[config.mk]
export PLATFORM = sky130hd
export DESIGN_NAME = ttcm_top
export DESIGN_NICKNAME = d
export VERILOG_FILES = /design/src/pkg/ttcm_pkg.sv /design/src/rtl/ttcm_top.sv
export SDC_FILE = /design/constraint.sdc
export NUM_CORES = 1
export LEC_CHECK = 0
export BUFFER_PORTS_ARGS = -buffer_cell sky130_fd_sc_hd__buf_2
export CORE_MARGIN = 5
export CORE_UTILIZATION = 45
export CTS_CLUSTER_SIZE = 16
export DETAILED_ROUTE_END_ITERATION = 10
export GPL_TIMING_DRIVEN = 0
export HOLD_SLACK_MARGIN = 0.08
export PLACE_DENSITY = 0.72
export SLEW_MARGIN = 25
export SYNTH_ARGS = -nofsm -noshare
export SYNTH_HDL_FRONTEND = slang
export SYNTH_SLANG_ARGS = --single-unit
[constraint.sdc]
create_clock -name clk_in -period 4.51 [get_ports clk_in]
set_clock_uncertainty 0.15 [all_clocks]
set_input_delay 0.902 -clock clk_in [delete_from_list [all_inputs] [get_ports clk_in]]
set_output_delay 0.902 -clock clk_in [all_outputs]
set_load 0.01 [all_outputs]
[src/pkg/ttcm_pkg.sv]
// constants and types of the triple timer/counter block.
// assumes an 8-bit register port and one clock that stands in for the oscillator.
package ttcm_pkg;

    // ---------------------------------------------------------------
    // register offsets
    // ---------------------------------------------------------------
    localparam int ADDR_W = 4;
    localparam logic [ADDR_W-1:0] OFF_MODE_CFG = 4'h0;
    localparam logic [ADDR_W-1:0] OFF_RUN_FLAG = 4'h1;
    localparam logic [ADDR_W-1:0] OFF_A_LOW = 4'h2;
    localparam logic [ADDR_W-1:0] OFF_A_HIGH = 4'h3;
    localparam logic [ADDR_W-1:0] OFF_B_LOW = 4'h4;
    localparam logic [ADDR_W-1:0] OFF_B_HIGH = 4'h5;
    localparam logic [ADDR_W-1:0] OFF_C_CTRL = 4'h6;
    localparam logic [ADDR_W-1:0] OFF_C_LOW = 4'h7;
    localparam logic [ADDR_W-1:0] OFF_C_HIGH = 4'h8;
    localparam logic [ADDR_W-1:0] OFF_C_CAP_LOW = 4'h9;
    localparam logic [ADDR_W-1:0] OFF_C_CAP_HIGH = 4'hA;
    localparam logic [ADDR_W-1:0] OFF_SER2_SEL = 4'hB;

    // ---------------------------------------------------------------
    // field positions
    // ---------------------------------------------------------------
    // per-unit nibble of timer_mode_config
    localparam int CFG_GATE = 3;
    localparam int CFG_SRC = 2;
    // run/flag register: unit a in bits 5:4, unit b in bits 7:6
    localparam int RF_A_RUN = 4;
    localparam int RF_A_FLAG = 5;
    localparam int RF_B_RUN = 6;
    localparam int RF_B_FLAG = 7;
    // third_timer_control
    localparam int C_OVF = 7;
    localparam int C_EXT = 6;
    localparam int C_RX_SEL = 5;
    localparam int C_TX_SEL = 4;
    localparam int C_EXT_EN = 3;
    localparam int C_RUN = 2;
    localparam int C_SRC = 1;
    localparam int C_CAPTURE = 0;
    // second serial clock selects
    localparam int S2_RX_SEL = 1;
    localparam int S2_TX_SEL = 0;

    // ---------------------------------------------------------------
    // modes and timing
    // ---------------------------------------------------------------
    localparam logic [1:0] MODE_13BIT = 2'h0;
    localparam logic [1:0] MODE_16BIT = 2'h1;
    localparam logic [1:0] MODE_RELOAD8 = 2'h2;
    localparam logic [1:0] MODE_SPLIT = 2'h3;
    localparam int OSC_PER_MC = 12;
    localparam int MC_W = 4;
    localparam logic [MC_W-1:0] MC_LAST = MC_W'(OSC_PER_MC - 1);
    localparam logic [4:0] PRESC_MAX = 5'h1F;
    localparam logic [7:0] BYTE_MAX = 8'hFF;
    localparam logic [12:0] CNT13_MAX = 13'h1FFF;
    localparam logic [15:0] CNT16_MAX = 16'hFFFF;

    // ---------------------------------------------------------------
    // whole state of the block
    // ---------------------------------------------------------------
    typedef struct packed {
        logic [1:0][3:0] mode_cfg;
        logic [1:0] run;
        logic [1:0] ovf;
        logic [1:0][7:0] lo;
        logic [1:0][7:0] hi;
        logic [7:0] c_ctrl;
        logic [1:0] ser2_sel;
        logic [15:0] c_cnt;
        logic [15:0] c_cap;
        logic [MC_W-1:0] mc_cnt;
        logic [1:0] pin_smp;
        logic c_pin_smp;
        logic trig_smp;
        logic c_irq;
        logic [7:0] rdata;
    } ttcm_state_t;

endpackage

[src/rtl/ttcm_top.sv]
// three timer/counter units behind an 8-bit register port.
// assumes pins are synchronous to clk_in and clk_in is the oscillator clock.
//
// Strobed register access and the register offsets are this design's own decisions.
`timescale 1ns/10ps

module ttcm_top #(
    parameter int OSC_DIV = ttcm_pkg::OSC_PER_MC
) (
    input wire logic clk_in, // oscillator clock
    input wire logic rst_in, // async reset, active high
    input wire logic [ttcm_pkg::ADDR_W-1:0] addr_in, // register address
    input wire logic [7:0] wdata_in, // write data
    input wire logic wr_in, // write strobe
    input wire logic rd_in, // read strobe
    output logic [7:0] rdata_out, // read data, cycle after rd_in
    input wire logic unit_a_count_pin_in, // unit a external count pin
    input wire logic unit_b_count_pin_in, // unit b external count pin
    input wire logic unit_a_gate_pin_in, // unit a gate pin
    input wire logic unit_b_gate_pin_in, // unit b gate pin
    input wire logic unit_c_count_pin_in, // unit c external count pin
    input wire logic unit_c_trigger_pin_in, // unit c trigger pin
    output logic unit_a_overflow_flag_out, // unit a overflow flag
    output logic unit_b_overflow_flag_out, // unit b overflow flag
    output logic unit_c_irq_out // unit c interrupt request
);

    ttcm_pkg::ttcm_state_t s_q;
    ttcm_pkg::ttcm_state_t s_d;

    logic tick;
    logic [1:0] cnt_pin;
    logic [1:0] gate_pin;
    logic [1:0] fall;
    logic [1:0] ev;
    logic [1:0] ovf_set;
    logic [3:0] cfg;
    logic [12:0] cnt13;
    logic [15:0] cnt16;
    logic a_split;
    logic en;
    logic c_ev;
    logic trig_ev;
    logic baud;
    logic capture;
    logic c_ovf_set;
    logic c_ext_set;
    logic [7:0] rd_val;

    localparam logic [ttcm_pkg::MC_W-1:0] MC_END = ttcm_pkg::MC_W'(OSC_DIV - 1);

    assign cnt_pin = {unit_b_count_pin_in, unit_a_count_pin_in};
    assign gate_pin = {unit_b_gate_pin_in, unit_a_gate_pin_in};

    // ---------------------------------------------------------------
    // next-state logic
    // ---------------------------------------------------------------
    always_comb begin
        s_d = s_q;
        ovf_set = 2'h0;
        cfg = 4'h0;
        cnt13 = 13'h0000;
        cnt16 = 16'h0000;
        en = 1'b0;
        c_ovf_set = 1'b0;
        c_ext_set = 1'b0;
        rd_val = 8'h00;

        // machine cycle divider
        tick = (s_q.mc_cnt == MC_END);
        s_d.mc_cnt = tick ? '0 : s_q.mc_cnt + 4'h1;

        // pin samples taken once per machine cycle; edge is high sample then low sample
        fall = {2{tick}} & s_q.pin_smp & ~cnt_pin;
        c_ev = tick & s_q.c_pin_smp & ~unit_c_count_pin_in;
        trig_ev = tick & s_q.trig_smp & ~unit_c_trigger_pin_in;
        if (tick) begin
            s_d.pin_smp = cnt_pin;
            s_d.c_pin_smp = unit_c_count_pin_in;
            s_d.trig_smp = unit_c_trigger_pin_in;
        end

        a_split = (s_q.mode_cfg[0][1:0] == ttcm_pkg::MODE_SPLIT);

        // units a and b
        for (int u = 0; u < 2; u++) begin
            cfg = s_q.mode_cfg[u];
            ev[u] = cfg[ttcm_pkg::CFG_SRC] ? fall[u] : tick;
            // unit b loses its run bit to unit a's high byte while a is split
            en = ev[u] & (~cfg[ttcm_pkg::CFG_GATE] | gate_pin[u])
                & (((u == 1) && a_split) ? 1'b1 : s_q.run[u]);
            if (en) begin
                case (cfg[1:0])
                    ttcm_pkg::MODE_13BIT: begin
                        cnt13 = {s_q.hi[u], s_q.lo[u][4:0]} + 13'h0001;
                        s_d.hi[u] = cnt13[12:5];
                        s_d.lo[u][4:0] = cnt13[4:0];
                        if ({s_q.hi[u], s_q.lo[u][4:0]} == ttcm_pkg::CNT13_MAX) begin
                            ovf_set[u] = 1'b1;
                        end
                    end
                    ttcm_pkg::MODE_16BIT: begin
                        cnt16 = {s_q.hi[u], s_q.lo[u]} + 16'h0001;
                        s_d.hi[u] = cnt16[15:8];
                        s_d.lo[u] = cnt16[7:0];
                        if ({s_q.hi[u], s_q.lo[u]} == ttcm_pkg::CNT16_MAX) begin
                            ovf_set[u] = 1'b1;
                        end
                    end
                    ttcm_pkg::MODE_RELOAD8: begin
                        if (s_q.lo[u] == ttcm_pkg::BYTE_MAX) begin
                            s_d.lo[u] = s_q.hi[u];
                            ovf_set[u] = 1'b1;
                        end else begin
                            s_d.lo[u] = s_q.lo[u] + 8'h01;
                        end
                    end
                    default: begin
                        if (u == 0) begin
                            s_d.lo[u] = s_q.lo[u] + 8'h01;
                            if (s_q.lo[u] == ttcm_pkg::BYTE_MAX) begin
                                ovf_set[u] = 1'b1;
                            end
                        end
                        // unit b split: no update at all, count held
                    end
                endcase
            end
        end

        // unit b cannot raise its own flag while unit a's high byte owns it
        if (a_split) begin
            ovf_set[1] = 1'b0;
            if (tick && s_q.run[1]) begin
                s_d.hi[0] = s_q.hi[0] + 8'h01;
                if (s_q.hi[0] == ttcm_pkg::BYTE_MAX) begin
                    ovf_set[1] = 1'b1;
                end
            end
        end

        // unit c
        baud = s_q.c_ctrl[ttcm_pkg::C_RX_SEL] | s_q.c_ctrl[ttcm_pkg::C_TX_SEL]
            | s_q.ser2_sel[ttcm_pkg::S2_RX_SEL] | s_q.ser2_sel[ttcm_pkg::S2_TX_SEL];
        capture = s_q.c_ctrl[ttcm_pkg::C_CAPTURE] & ~baud;
        if (s_q.c_ctrl[ttcm_pkg::C_RUN]
            && (s_q.c_ctrl[ttcm_pkg::C_SRC] ? c_ev : tick)) begin
            if (s_q.c_cnt == ttcm_pkg::CNT16_MAX) begin
                s_d.c_cnt = capture ? 16'h0000 : s_q.c_cap;
                c_ovf_set = ~baud;
            end else begin
                s_d.c_cnt = s_q.c_cnt + 16'h0001;
            end
        end
        if (trig_ev && s_q.c_ctrl[ttcm_pkg::C_EXT_EN]) begin
            c_ext_set = 1'b1;
            if (baud) begin
                // extra external interrupt only
            end else if (capture) begin
                s_d.c_cap = s_q.c_cnt;
            end else begin
                s_d.c_cnt = s_q.c_cap;
            end
        end

        // register writes; flags keep a same-cycle hardware set
        if (wr_in) begin
            if (addr_in == ttcm_pkg::OFF_MODE_CFG) begin
                s_d.mode_cfg = wdata_in;
            end else if (addr_in == ttcm_pkg::OFF_RUN_FLAG) begin
                s_d.run = {wdata_in[ttcm_pkg::RF_B_RUN], wdata_in[ttcm_pkg::RF_A_RUN]};
                s_d.ovf = {wdata_in[ttcm_pkg::RF_B_FLAG], wdata_in[ttcm_pkg::RF_A_FLAG]};
            end else if (addr_in == ttcm_pkg::OFF_A_LOW) begin
                s_d.lo[0] = wdata_in;
            end else if (addr_in == ttcm_pkg::OFF_A_HIGH) begin
                s_d.hi[0] = wdata_in;
            end else if (addr_in == ttcm_pkg::OFF_B_LOW) begin
                s_d.lo[1] = wdata_in;
            end else if (addr_in == ttcm_pkg::OFF_B_HIGH) begin
                s_d.hi[1] = wdata_in;
            end else if (addr_in == ttcm_pkg::OFF_C_CTRL) begin
                s_d.c_ctrl = wdata_in;
            end else if (addr_in == ttcm_pkg::OFF_C_LOW) begin
                s_d.c_cnt[7:0] = wdata_in;
            end else if (addr_in == ttcm_pkg::OFF_C_HIGH) begin
                s_d.c_cnt[15:8] = wdata_in;
            end else if (addr_in == ttcm_pkg::OFF_C_CAP_LOW) begin
                s_d.c_cap[7:0] = wdata_in;
            end else if (addr_in == ttcm_pkg::OFF_C_CAP_HIGH) begin
                s_d.c_cap[15:8] = wdata_in;
            end else if (addr_in == ttcm_pkg::OFF_SER2_SEL) begin
                s_d.ser2_sel = {wdata_in[ttcm_pkg::S2_RX_SEL], wdata_in[ttcm_pkg::S2_TX_SEL]};
            end
        end
        s_d.ovf = s_d.ovf | ovf_set;
        s_d.c_ctrl[ttcm_pkg::C_OVF] = s_d.c_ctrl[ttcm_pkg::C_OVF] | c_ovf_set;
        s_d.c_ctrl[ttcm_pkg::C_EXT] = s_d.c_ctrl[ttcm_pkg::C_EXT] | c_ext_set;
        s_d.c_irq = s_d.c_ctrl[ttcm_pkg::C_OVF] | s_d.c_ctrl[ttcm_pkg::C_EXT];

        // read path: stored values, unmapped addresses read zero
        if (addr_in == ttcm_pkg::OFF_MODE_CFG) begin
            rd_val = s_q.mode_cfg;
        end else if (addr_in == ttcm_pkg::OFF_RUN_FLAG) begin
            rd_val[ttcm_pkg::RF_A_RUN] = s_q.run[0];
            rd_val[ttcm_pkg::RF_A_FLAG] = s_q.ovf[0];
            rd_val[ttcm_pkg::RF_B_RUN] = s_q.run[1];
            rd_val[ttcm_pkg::RF_B_FLAG] = s_q.ovf[1];
        end else if (addr_in == ttcm_pkg::OFF_A_LOW) begin
            rd_val = s_q.lo[0];
        end else if (addr_in == ttcm_pkg::OFF_A_HIGH) begin
            rd_val = s_q.hi[0];
        end else if (addr_in == ttcm_pkg::OFF_B_LOW) begin
            rd_val = s_q.lo[1];
        end else if (addr_in == ttcm_pkg::OFF_B_HIGH) begin
            rd_val = s_q.hi[1];
        end else if (addr_in == ttcm_pkg::OFF_C_CTRL) begin
            rd_val = s_q.c_ctrl;
        end else if (addr_in == ttcm_pkg::OFF_C_LOW) begin
            rd_val = s_q.c_cnt[7:0];
        end else if (addr_in == ttcm_pkg::OFF_C_HIGH) begin
            rd_val = s_q.c_cnt[15:8];
        end else if (addr_in == ttcm_pkg::OFF_C_CAP_LOW) begin
            rd_val = s_q.c_cap[7:0];
        end else if (addr_in == ttcm_pkg::OFF_C_CAP_HIGH) begin
            rd_val = s_q.c_cap[15:8];
        end else if (addr_in == ttcm_pkg::OFF_SER2_SEL) begin
            rd_val[ttcm_pkg::S2_RX_SEL] = s_q.ser2_sel[1];
            rd_val[ttcm_pkg::S2_TX_SEL] = s_q.ser2_sel[0];
        end
        s_d.rdata = rd_in ? rd_val : 8'h00;
    end

    // ---------------------------------------------------------------
    // state register
    // ---------------------------------------------------------------
    always_ff @(posedge clk_in or posedge rst_in) begin
        if (rst_in) begin
            s_q <= '0;
        end else begin
            s_q <= s_d;
        end
    end

    assign rdata_out = s_q.rdata;
    assign unit_a_overflow_flag_out = s_q.ovf[0];
    assign unit_b_overflow_flag_out = s_q.ovf[1];
    assign unit_c_irq_out = s_q.c_irq;

endmodule // ttcm_top

Yosys cells after proc, flatten, opt, wreduce, memory -nomap -nowiden
Index checks and enable logic that the tools add are counted.
- bitwise gates (word level): 37
- add/subtract/negate cells: 9
- equal/unequal tests: 25
- muxes and demuxes: 87
- reductions and logical operators: 10
- operators with widths (cell ; count):
    $mux 8 ; 32
    $mux 76 ; 2
    $mux 42 ; 3
    $mux 16 ; 7
    $mux 74 ; 1
    $mux 32 ; 2
    $mux 58 ; 1
    $add 16x1->16 const B ; 3
    $eq 16x16->1 const B ; 3
    $mux 34 ; 1
    $pmux 8 s2 ; 2
    $pmux 5 s3 ; 2
    $add 13x1->13 const B ; 2
    $eq 13x13->1 const B ; 2
    $add 8x1->8 const B ; 3
    $eq 8x8->1 const B ; 3
    $eq 4x4->1 const B ; 5
    $mux 1 ; 18
    $eq 4x3->1 const B ; 4
    $not 1->1 ; 16
    $mux 2 ; 7
    $reduce_and 13->1 ; 1
    $mux 4 ; 3
    $mux 10 ; 1
    other kinds (21) ; 44
- word-level logic and storage cells: 187
- register bits after elaboration: 103

Depth between registers and ports, before layout
Gate-level depths: netlist of run 1.
- word-level depth: 25
- mapped depth: 10

Least setup slack after synthesis of run 1
Ideal clock, no wire load.
- path type: in2reg
- start point: input addr_in[1] (netlist name)
- end point: register s_q[69] (netlist name)
- stages: 7
- setup slack: 2.045 ns
- required time: 4.230 ns
- arrival: 2.185 ns
- setup time: 0.130 ns
- buffers on the path: 2
- path through: buf_2 -> nor2b_1 -> nor2b_1 -> clkbuf_1 -> nand3_1 -> nand3_1 -> nand3_1
- RTL lines (what ; RTL line ; RTL):
    start: declaration ; ttcm_top.sv:12 ; input wire logic [ttcm_pkg::ADDR_W-1:0] addr_in,
    end signal: assignment ; ttcm_top.sv:238 ; s_q <= '0;
    end signal: assignment ; ttcm_top.sv:240 ; s_q <= s_d;
    end: declaration ; ttcm_top.sv:28 ; ttcm_pkg::ttcm_state_t s_q;

==> results of run 1 <==
per-stage QoR:
step                      setup slack, ns   util  hold slack (ns)  power [mW]
after detailed placement             1.47  0.484            0.300        2.48
after floorplan                     0.754      -            0.282        2.12
after global routing                 1.51  0.504            0.325        3.55
after CTS                            1.75  0.504            0.317        3.34
after global placement             -0.599  0.482            0.300        2.46
final                                1.73  0.504            0.313        3.37
critical path: stages (launching register included):
cell	delay [ns]
dfrtp_1	0.37
ha_1	0.23
nand3b_1	0.40
a2111oi_4	0.61
o21ai_1	0.43
a222oi_1	0.34
o21ai_0	0.12
final cells by class:
| cell class | instances | area (sq um) | area share |
|---|---|---|---|
| Multi-Input combinational cell | 684 | 4170 | 0.525 |
| Inverter | 21 | 83.8 | 0.0105 |
| Timing Repair Buffer | 28 | 163 | 0.0205 |
| Clock inverter | 5 | 88.8 | 0.0112 |
| Clock buffer | 11 | 233 | 0.0293 |
| Sequential cell | 103 | 2580 | 0.324 |
| Tap cell | 216 | 270 | 0.0340 |
| Buffer | 75 | 363 | 0.0456 |
path summary, 6_finish.rpt:
check	to	slack, ns	cells past startpoint
min reg2reg	s_q[13]$_DFF_PP0_	0.31	1
min in group asynchronous	s_q[29]$_DFF_PP0_	0.41	2
max reg2reg	s_q[67]$_DFF_PP0_	1.73	6
min	s_q[13]$_DFF_PP0_	0.31	1
max	s_q[67]$_DFF_PP0_	1.73	6
max in group asynchronous	s_q[14]$_DFF_PP0_	3.16	3
layer usage:
metal,vias up,share of wire,global-route usage
met3,51,0.095,0.0474
li1,3271,-,-
met2,396,0.44,0.376
met1,3402,0.44,0.377
met5,-,0,0
met4,0,0.023,0.0728
state kept, by name, indices dropped and copies added, names as in the netlist:
name / flops
s_q: 88
unit_b_overflow_flag_out: 1
unit_c_irq_out: 1
rdata_out: 8
unit_a_overflow_flag_out: 1
cfg: 4
kinds of logic after synthesis:
| group | count (synthesis) | synth area share |
|---|---|---|
| buffers and inverters | 96 | 0.0614 |
| DFF | 103 | 0.359 |
| and+or+nand+nor | 332 | 0.224 |
| AOI/OAI and AO/OA | 264 | 0.229 |
| xor gates and xnor gates | 16 | 0.0195 |
| muxes | 63 | 0.0919 |
| adders and majority gates | 9 | 0.0157 |
cell usage after synthesis (7+ instances only):
cell and instances:
a21oi_1 63, nor2b_1 17, dfrtp_1 103, o22ai_1 15, nand2b_1 9, nor2_1 65, mux2_2 24, buf_4 11
o21ai_0 86, a31oi_1 19, nand3_1 40, nor3_1 16, o211ai_1 9, buf_2 19, nand2_1 122, a22oi_1 7
nor4_1 11, clkbuf_1 38, inv_1 21, xor2_1 13, o31ai_1 10, nand4_1 12, ha_1 9, mux2i_1 39
layout by cell type (no fill, tap or decap), types with 11 or more instances in the layout:
cell and count:
a21oi_1 63, a31oi_1 19, buf_2 46, buf_4 11, clkbuf_1 40, dfrtp_1 103
inv_1 20, mux2_2 24, mux2i_1 39, nand2_1 122, nand3_1 40, nand4_1 12
nor2_1 65, nor2b_1 17, nor3_1 16, nor4_1 11, o21ai_0 86, o22ai_1 15
xor2_1 13
power groups by stage:
| stage | Combinational (mW) | Clock, mW | Sequential [mW] |
|---|---|---|---|
| 6_report | 1.02 | 0.860 | 1.48 |
| 5_1_grt | 1.13 | 0.914 | 1.51 |
| 4_1_cts | 0.999 | 0.875 | 1.47 |
| 3_5_place_dp | 0.996 | 0 | 1.48 |
| 3_3_place_gp | 0.977 | 0 | 1.48 |
| 2_1_floorplan | 0.765 | 0 | 1.36 |
==> metrics, run 1 <==
total track usage=0.254; RSZ-0062 raised after global routing=false; MaxCap Viol Count=0; logic gate share of total power=0.304; post-DR vias/cell=6.23; share of cells above drive strength 1=0.123; Post-Layout Inst Area=7950 sq um; HP Start=s_q[13]$_DFF_PP0_; post-synth top area share=0.359; Layout area overhead=10.6%; CTS Hold Bufs=0; crit path launch=s_q[13]$_DFF_PP0_; FFs w/ async S/R, synth=1.00; Layout Cells excl Fill=1143; worst-skew pair later-pin latency=0.36 ns; VDD IR-drop max=0.352 mV; WS Path Type=register to register; Power Internal=2.06 mW; Netlist Area Pre-Place=7190 sq um; Clock Power Share=0.255; input/output buffers=27; first-pass GRT wire length=36.5 mm; GRT overflow=0; vias in the first global route=6498; die area=18600 sq um; clk sink count=103; type of destination of the critical path=register; core area=15800 sq um; Max-slew headroom=0.386; Static Leakage=3.34 nW; Initial DRC Count=1033; I/O Pins=33; Die H=136 um; data arrival time of the critical path=2.86 ns; largest net degree at the start of global routing=59; HP Class=register to register; Synth Flop Type=dfrtp_1; CP Launch Type=register; largest buffer count on any clock path=2; placed cell area=7630 sq um; FF-to-FF Start=s_q[13]$_DFF_PP0_; Syn Inst Count=883; post-CTS setup buffers=0; Pwr Density=424 nW/um^2; Initial Util=0.456; synthesized flop and latch total=103; Yosys top cell by area=dfrtp_1; Final TNS setup=0 ns; Worst-path clk slew=0.07 ns; fill cell count=1547; n_diodes=0; CTS tree=done; Post-Synthesis Mean Instance Area=8.14 sq um; Vias=7120; Synth warnings=0; Routed WL=23.2 mm; fin crit share=0.616; H-tree Lvls=3; HPWL after DPL=16.6 mm; net count after synthesis=914; run status=completed; DRT Pass-1 Iters=6; CTS root buf=clkbuf_16; Flop pwr share=0.441; dpl cells=1127; Period minus WS final=2.78 ns; post-CTS resize count=0; synth top area cells=dfrtp_1 (36%), nand2_1 (6.4%), o21ai_0 (6.0%); crit path max fanout=8; final hold viol count=0; initial antenna violation count=0; Routed Antenna Nets=0; Sw Pwr=1.31 mW; Worst Path Required=4.59 ns; max-slew violations=0; DRC viols=0; Distinct cells, synth=70; Chip Width=136 um; GPL Wtd Cong=0.962; num rows=46; Post-synth EDFFs=0; total CTS buffers=9; NumNets Final=953; Sw Share=0.389; register area share after synthesis=0.359; Setup-failing EPs final=0; fmax=360 MHz; WL/cell=20.3 um; Worst-Margin Slew=0.921 ns
(Power assumes the default switching activity.)
==> run 2: changes to the inputs <==
--- a/config.mk
+++ b/config.mk
@@ -12,7 +12,7 @@
 export DETAILED_ROUTE_END_ITERATION = 10
 export GPL_TIMING_DRIVEN = 0
 export HOLD_SLACK_MARGIN = 0.08
-export PLACE_DENSITY = 0.72
+export PLACE_DENSITY = 0.75
 export SLEW_MARGIN = 25
 export SYNTH_ARGS = -nofsm -noshare
 export SYNTH_HDL_FRONTEND = slang
==> constraint.sdc (replaced) <==
create_clock -name clk_in -period 2.2 [get_ports clk_in]
set_clock_uncertainty 0.15 [all_clocks]
set_input_delay 0.44 -clock clk_in [delete_from_list [all_inputs] [get_ports clk_in]]
set_output_delay 0.44 -clock clk_in [all_outputs]
set_load 0.01 [all_outputs]
==> run 2 against run 1 <==
  * Count of clock-buffer cells in the layout decreased by 2
  * The flow now finishes with violations (negative setup slack)
  * Fmax increased by 23%
  * Sequential power increased by 110%
  * Global-route usage increased by 1.2 points
  * Flip-flop and latch count unchanged
  * Worst hold slack got worse by 0.18 ns
  * Largest power group unchanged
==> metrics, run 2 (synthesis results as in run 1) <==
fin crit share=1.02 (was 0.616); HP Class=primary input to register (was register to register); WS Path Type=register to register (unchanged); die area=18600 sq um (unchanged); Worst Path Required=2.32 ns (was 4.59 ns); VDD IR-drop max=0.574 mV (was 0.352 mV); Worst-path clk slew=0.08 ns (was 0.07 ns); setup slack after layout=-0.0520 ns (was 1.73 ns); Initial Util=0.456 (unchanged); Vias=7567 (was 7120); post-DR vias/cell=6.35 (was 6.23); crit path launch=s_q[45]$_DFF_PP0_ (was s_q[13]$_DFF_PP0_); H-tree Lvls=3 (unchanged); HPWL after DPL=17.0 mm (was 16.6 mm); Setup-failing EPs final=1 (was 0); clk sink count=103 (unchanged); crit path max fanout=6 (was 8); final hold viol count=0 (unchanged); NumNets Final=1001 (was 953); num rows=46 (unchanged); Initial DRC Count=1010 (was 1033); RSZ-0062 raised after global routing=true (was false); Die H=136 um (unchanged); Final Total Pwr=7.34 mW (was 3.37 mW); DRC viols=0 (unchanged); CP Launch Type=register (unchanged); Layout area overhead=22.8% (was 10.6%); commonest cells after routing, fill and taps aside=nand2_1 (115), dfrtp_1 (89), o21ai_0 (73) (was nand2_1 (122), dfrtp_1 (103), o21ai_0 (86)); fmax=444 MHz (was 360 MHz); Period minus WS final=2.25 ns (was 2.78 ns); n_diodes=0 (unchanged); CTS root buf=clkbuf_16 (unchanged); worst-skew pair later-pin latency=0.37 ns (was 0.36 ns); input/output buffers=27 (unchanged); FF-to-FF Start=s_q[45]$_DFF_PP0_ (was s_q[13]$_DFF_PP0_); I/O Pins=33 (unchanged); total CTS buffers=9 (unchanged); Worst-Margin Slew=0.925 ns (was 0.921 ns); WL/cell=21.1 um (was 20.3 um); MaxCap Viol Count=0 (unchanged); failing checks=negative setup slack; total track usage=0.265 (was 0.254); GPL Wtd Cong=0.976 (was 0.962); Pwr Density=832 nW/um^2 (was 424 nW/um^2); largest net degree at the start of global routing=31 (was 59); vias in the first global route=6987 (was 6498); leading cell type in the layout, fill and taps excluded=nand2_1 (unchanged); type of destination of the critical path=register (unchanged); CTS tree=done (unchanged); Chip Width=136 um (unchanged); Post-Place Setup Slack=-0.554 ns (was 1.47 ns); fill cell count=1444 (was 1547); Largest register FFs=88 (unchanged); Routed WL=25.2 mm (was 23.2 mm); initial antenna violation count=0 (unchanged); max-slew violations=0 (unchanged); share of cells above drive strength 1=0.248 (was 0.123); final core occ=0.560 (was 0.504); first-pass GRT wire length=38.2 mm (was 36.5 mm); core area=15800 sq um (unchanged); run status=complete, but fails checks (was completed); GRT overflow=0 (unchanged); DRT Pass-1 Iters=8 (was 6); Max-slew headroom=0.384 (was 0.386); Routed Antenna Nets=0 (unchanged); largest buffer count on any clock path=2 (unchanged); Most flops, register=s_q (unchanged); data arrival time of the critical path=2.37 ns (was 2.86 ns); Static Leakage=3.69 nW (was 3.34 nW); HP Start=unit_c_trigger_pin_in (was s_q[13]$_DFF_PP0_)
run 2: changes by cell type in the layout (fill, tap and decap cells not counted), sizes merged:
cell	before	now
bufinv	2	1
clkinvlp	0	3
dlygate4sd3	0	1
buf	64	116
clkbuf	50	43
run 2: layer usage:
layer,GRT usage,share of wire,up-vias
li1,-,-,3374
met1,0.365,0.41,3604
met2,0.401,0.45,491
met3,0.0699,0.10,98
met4,0.0991,0.039,0
met5,0,0,-
run 2: area by class of cell:
cell class / count / area (sq um) / area share
Clock inverter: 7 / 90.1 / 0.0102
Clock buffer: 9 / 225 / 0.0255
Multi-Input combinational cell: 684 / 4520 / 0.512
Sequential cell: 103 / 2590 / 0.294
Inverter: 21 / 82.6 / 0.00935
Tap cell: 216 / 270 / 0.0306
Buffer: 68 / 374 / 0.0424
Timing Repair Buffer: 83 / 669 / 0.0758
run 2: worst max-delay path: stages (launching register included):
cell	delay, ns
dfrtp_1	0.51
nand4_1	0.23
nor4_4	0.50
nand3_2	0.19
nand2_8	0.14
buf_6	0.11
a22oi_1	0.08
a21oi_1	0.25
run 2: power breakdown:
part           switching, mW  internal [mW]
clock                  0.818          0.910
sequential             0.684           2.37
combinational           1.49           1.07
run 2: timing repair:
item	CTS	global route
gates resized for setup	35	102
endpoints found under the hold margin	11	0
setup buffers	28	22
endpoints found under the setup margin	58	73
pin swaps	14	19
gates cloned	1	0
hold buffers	1	0
run 2: path summary, 6_finish.rpt:
| path | slack [ns] | to | cells past startpoint |
|---|---|---|---|
| hold / removal | 0.13 | s_q[9]$_DFFE_PP0N_ | 3 |
| hold reg to reg | 0.32 | s_q[10]$_DFFE_PP0N_ | 2 |
| setup reg to reg | -0.05 | s_q[41]$_DFF_PP0_ | 7 |
| min in group asynchronous | 0.46 | s_q[41]$_DFF_PP0_ | 3 |
| setup / recovery | -0.05 | s_q[41]$_DFF_PP0_ | 7 |
| max in group asynchronous | 0.63 | s_q[53]$_DFFE_PP0P_ | 6 |
run 2: stage by stage:
step	setup TNS (ns)	hold WS [ns]	cell area (sq um)	instances
finish	-0.0520	0.129	8830	1191
CTS	-0.0471	0.123	8370	1173
global route	-0.574	0.134	8830	1191
global placement	-61.43	0.301	7600	1126
detailed placement	-24.65	0.303	7700	1130
floorplan	0	0.282	7190	883
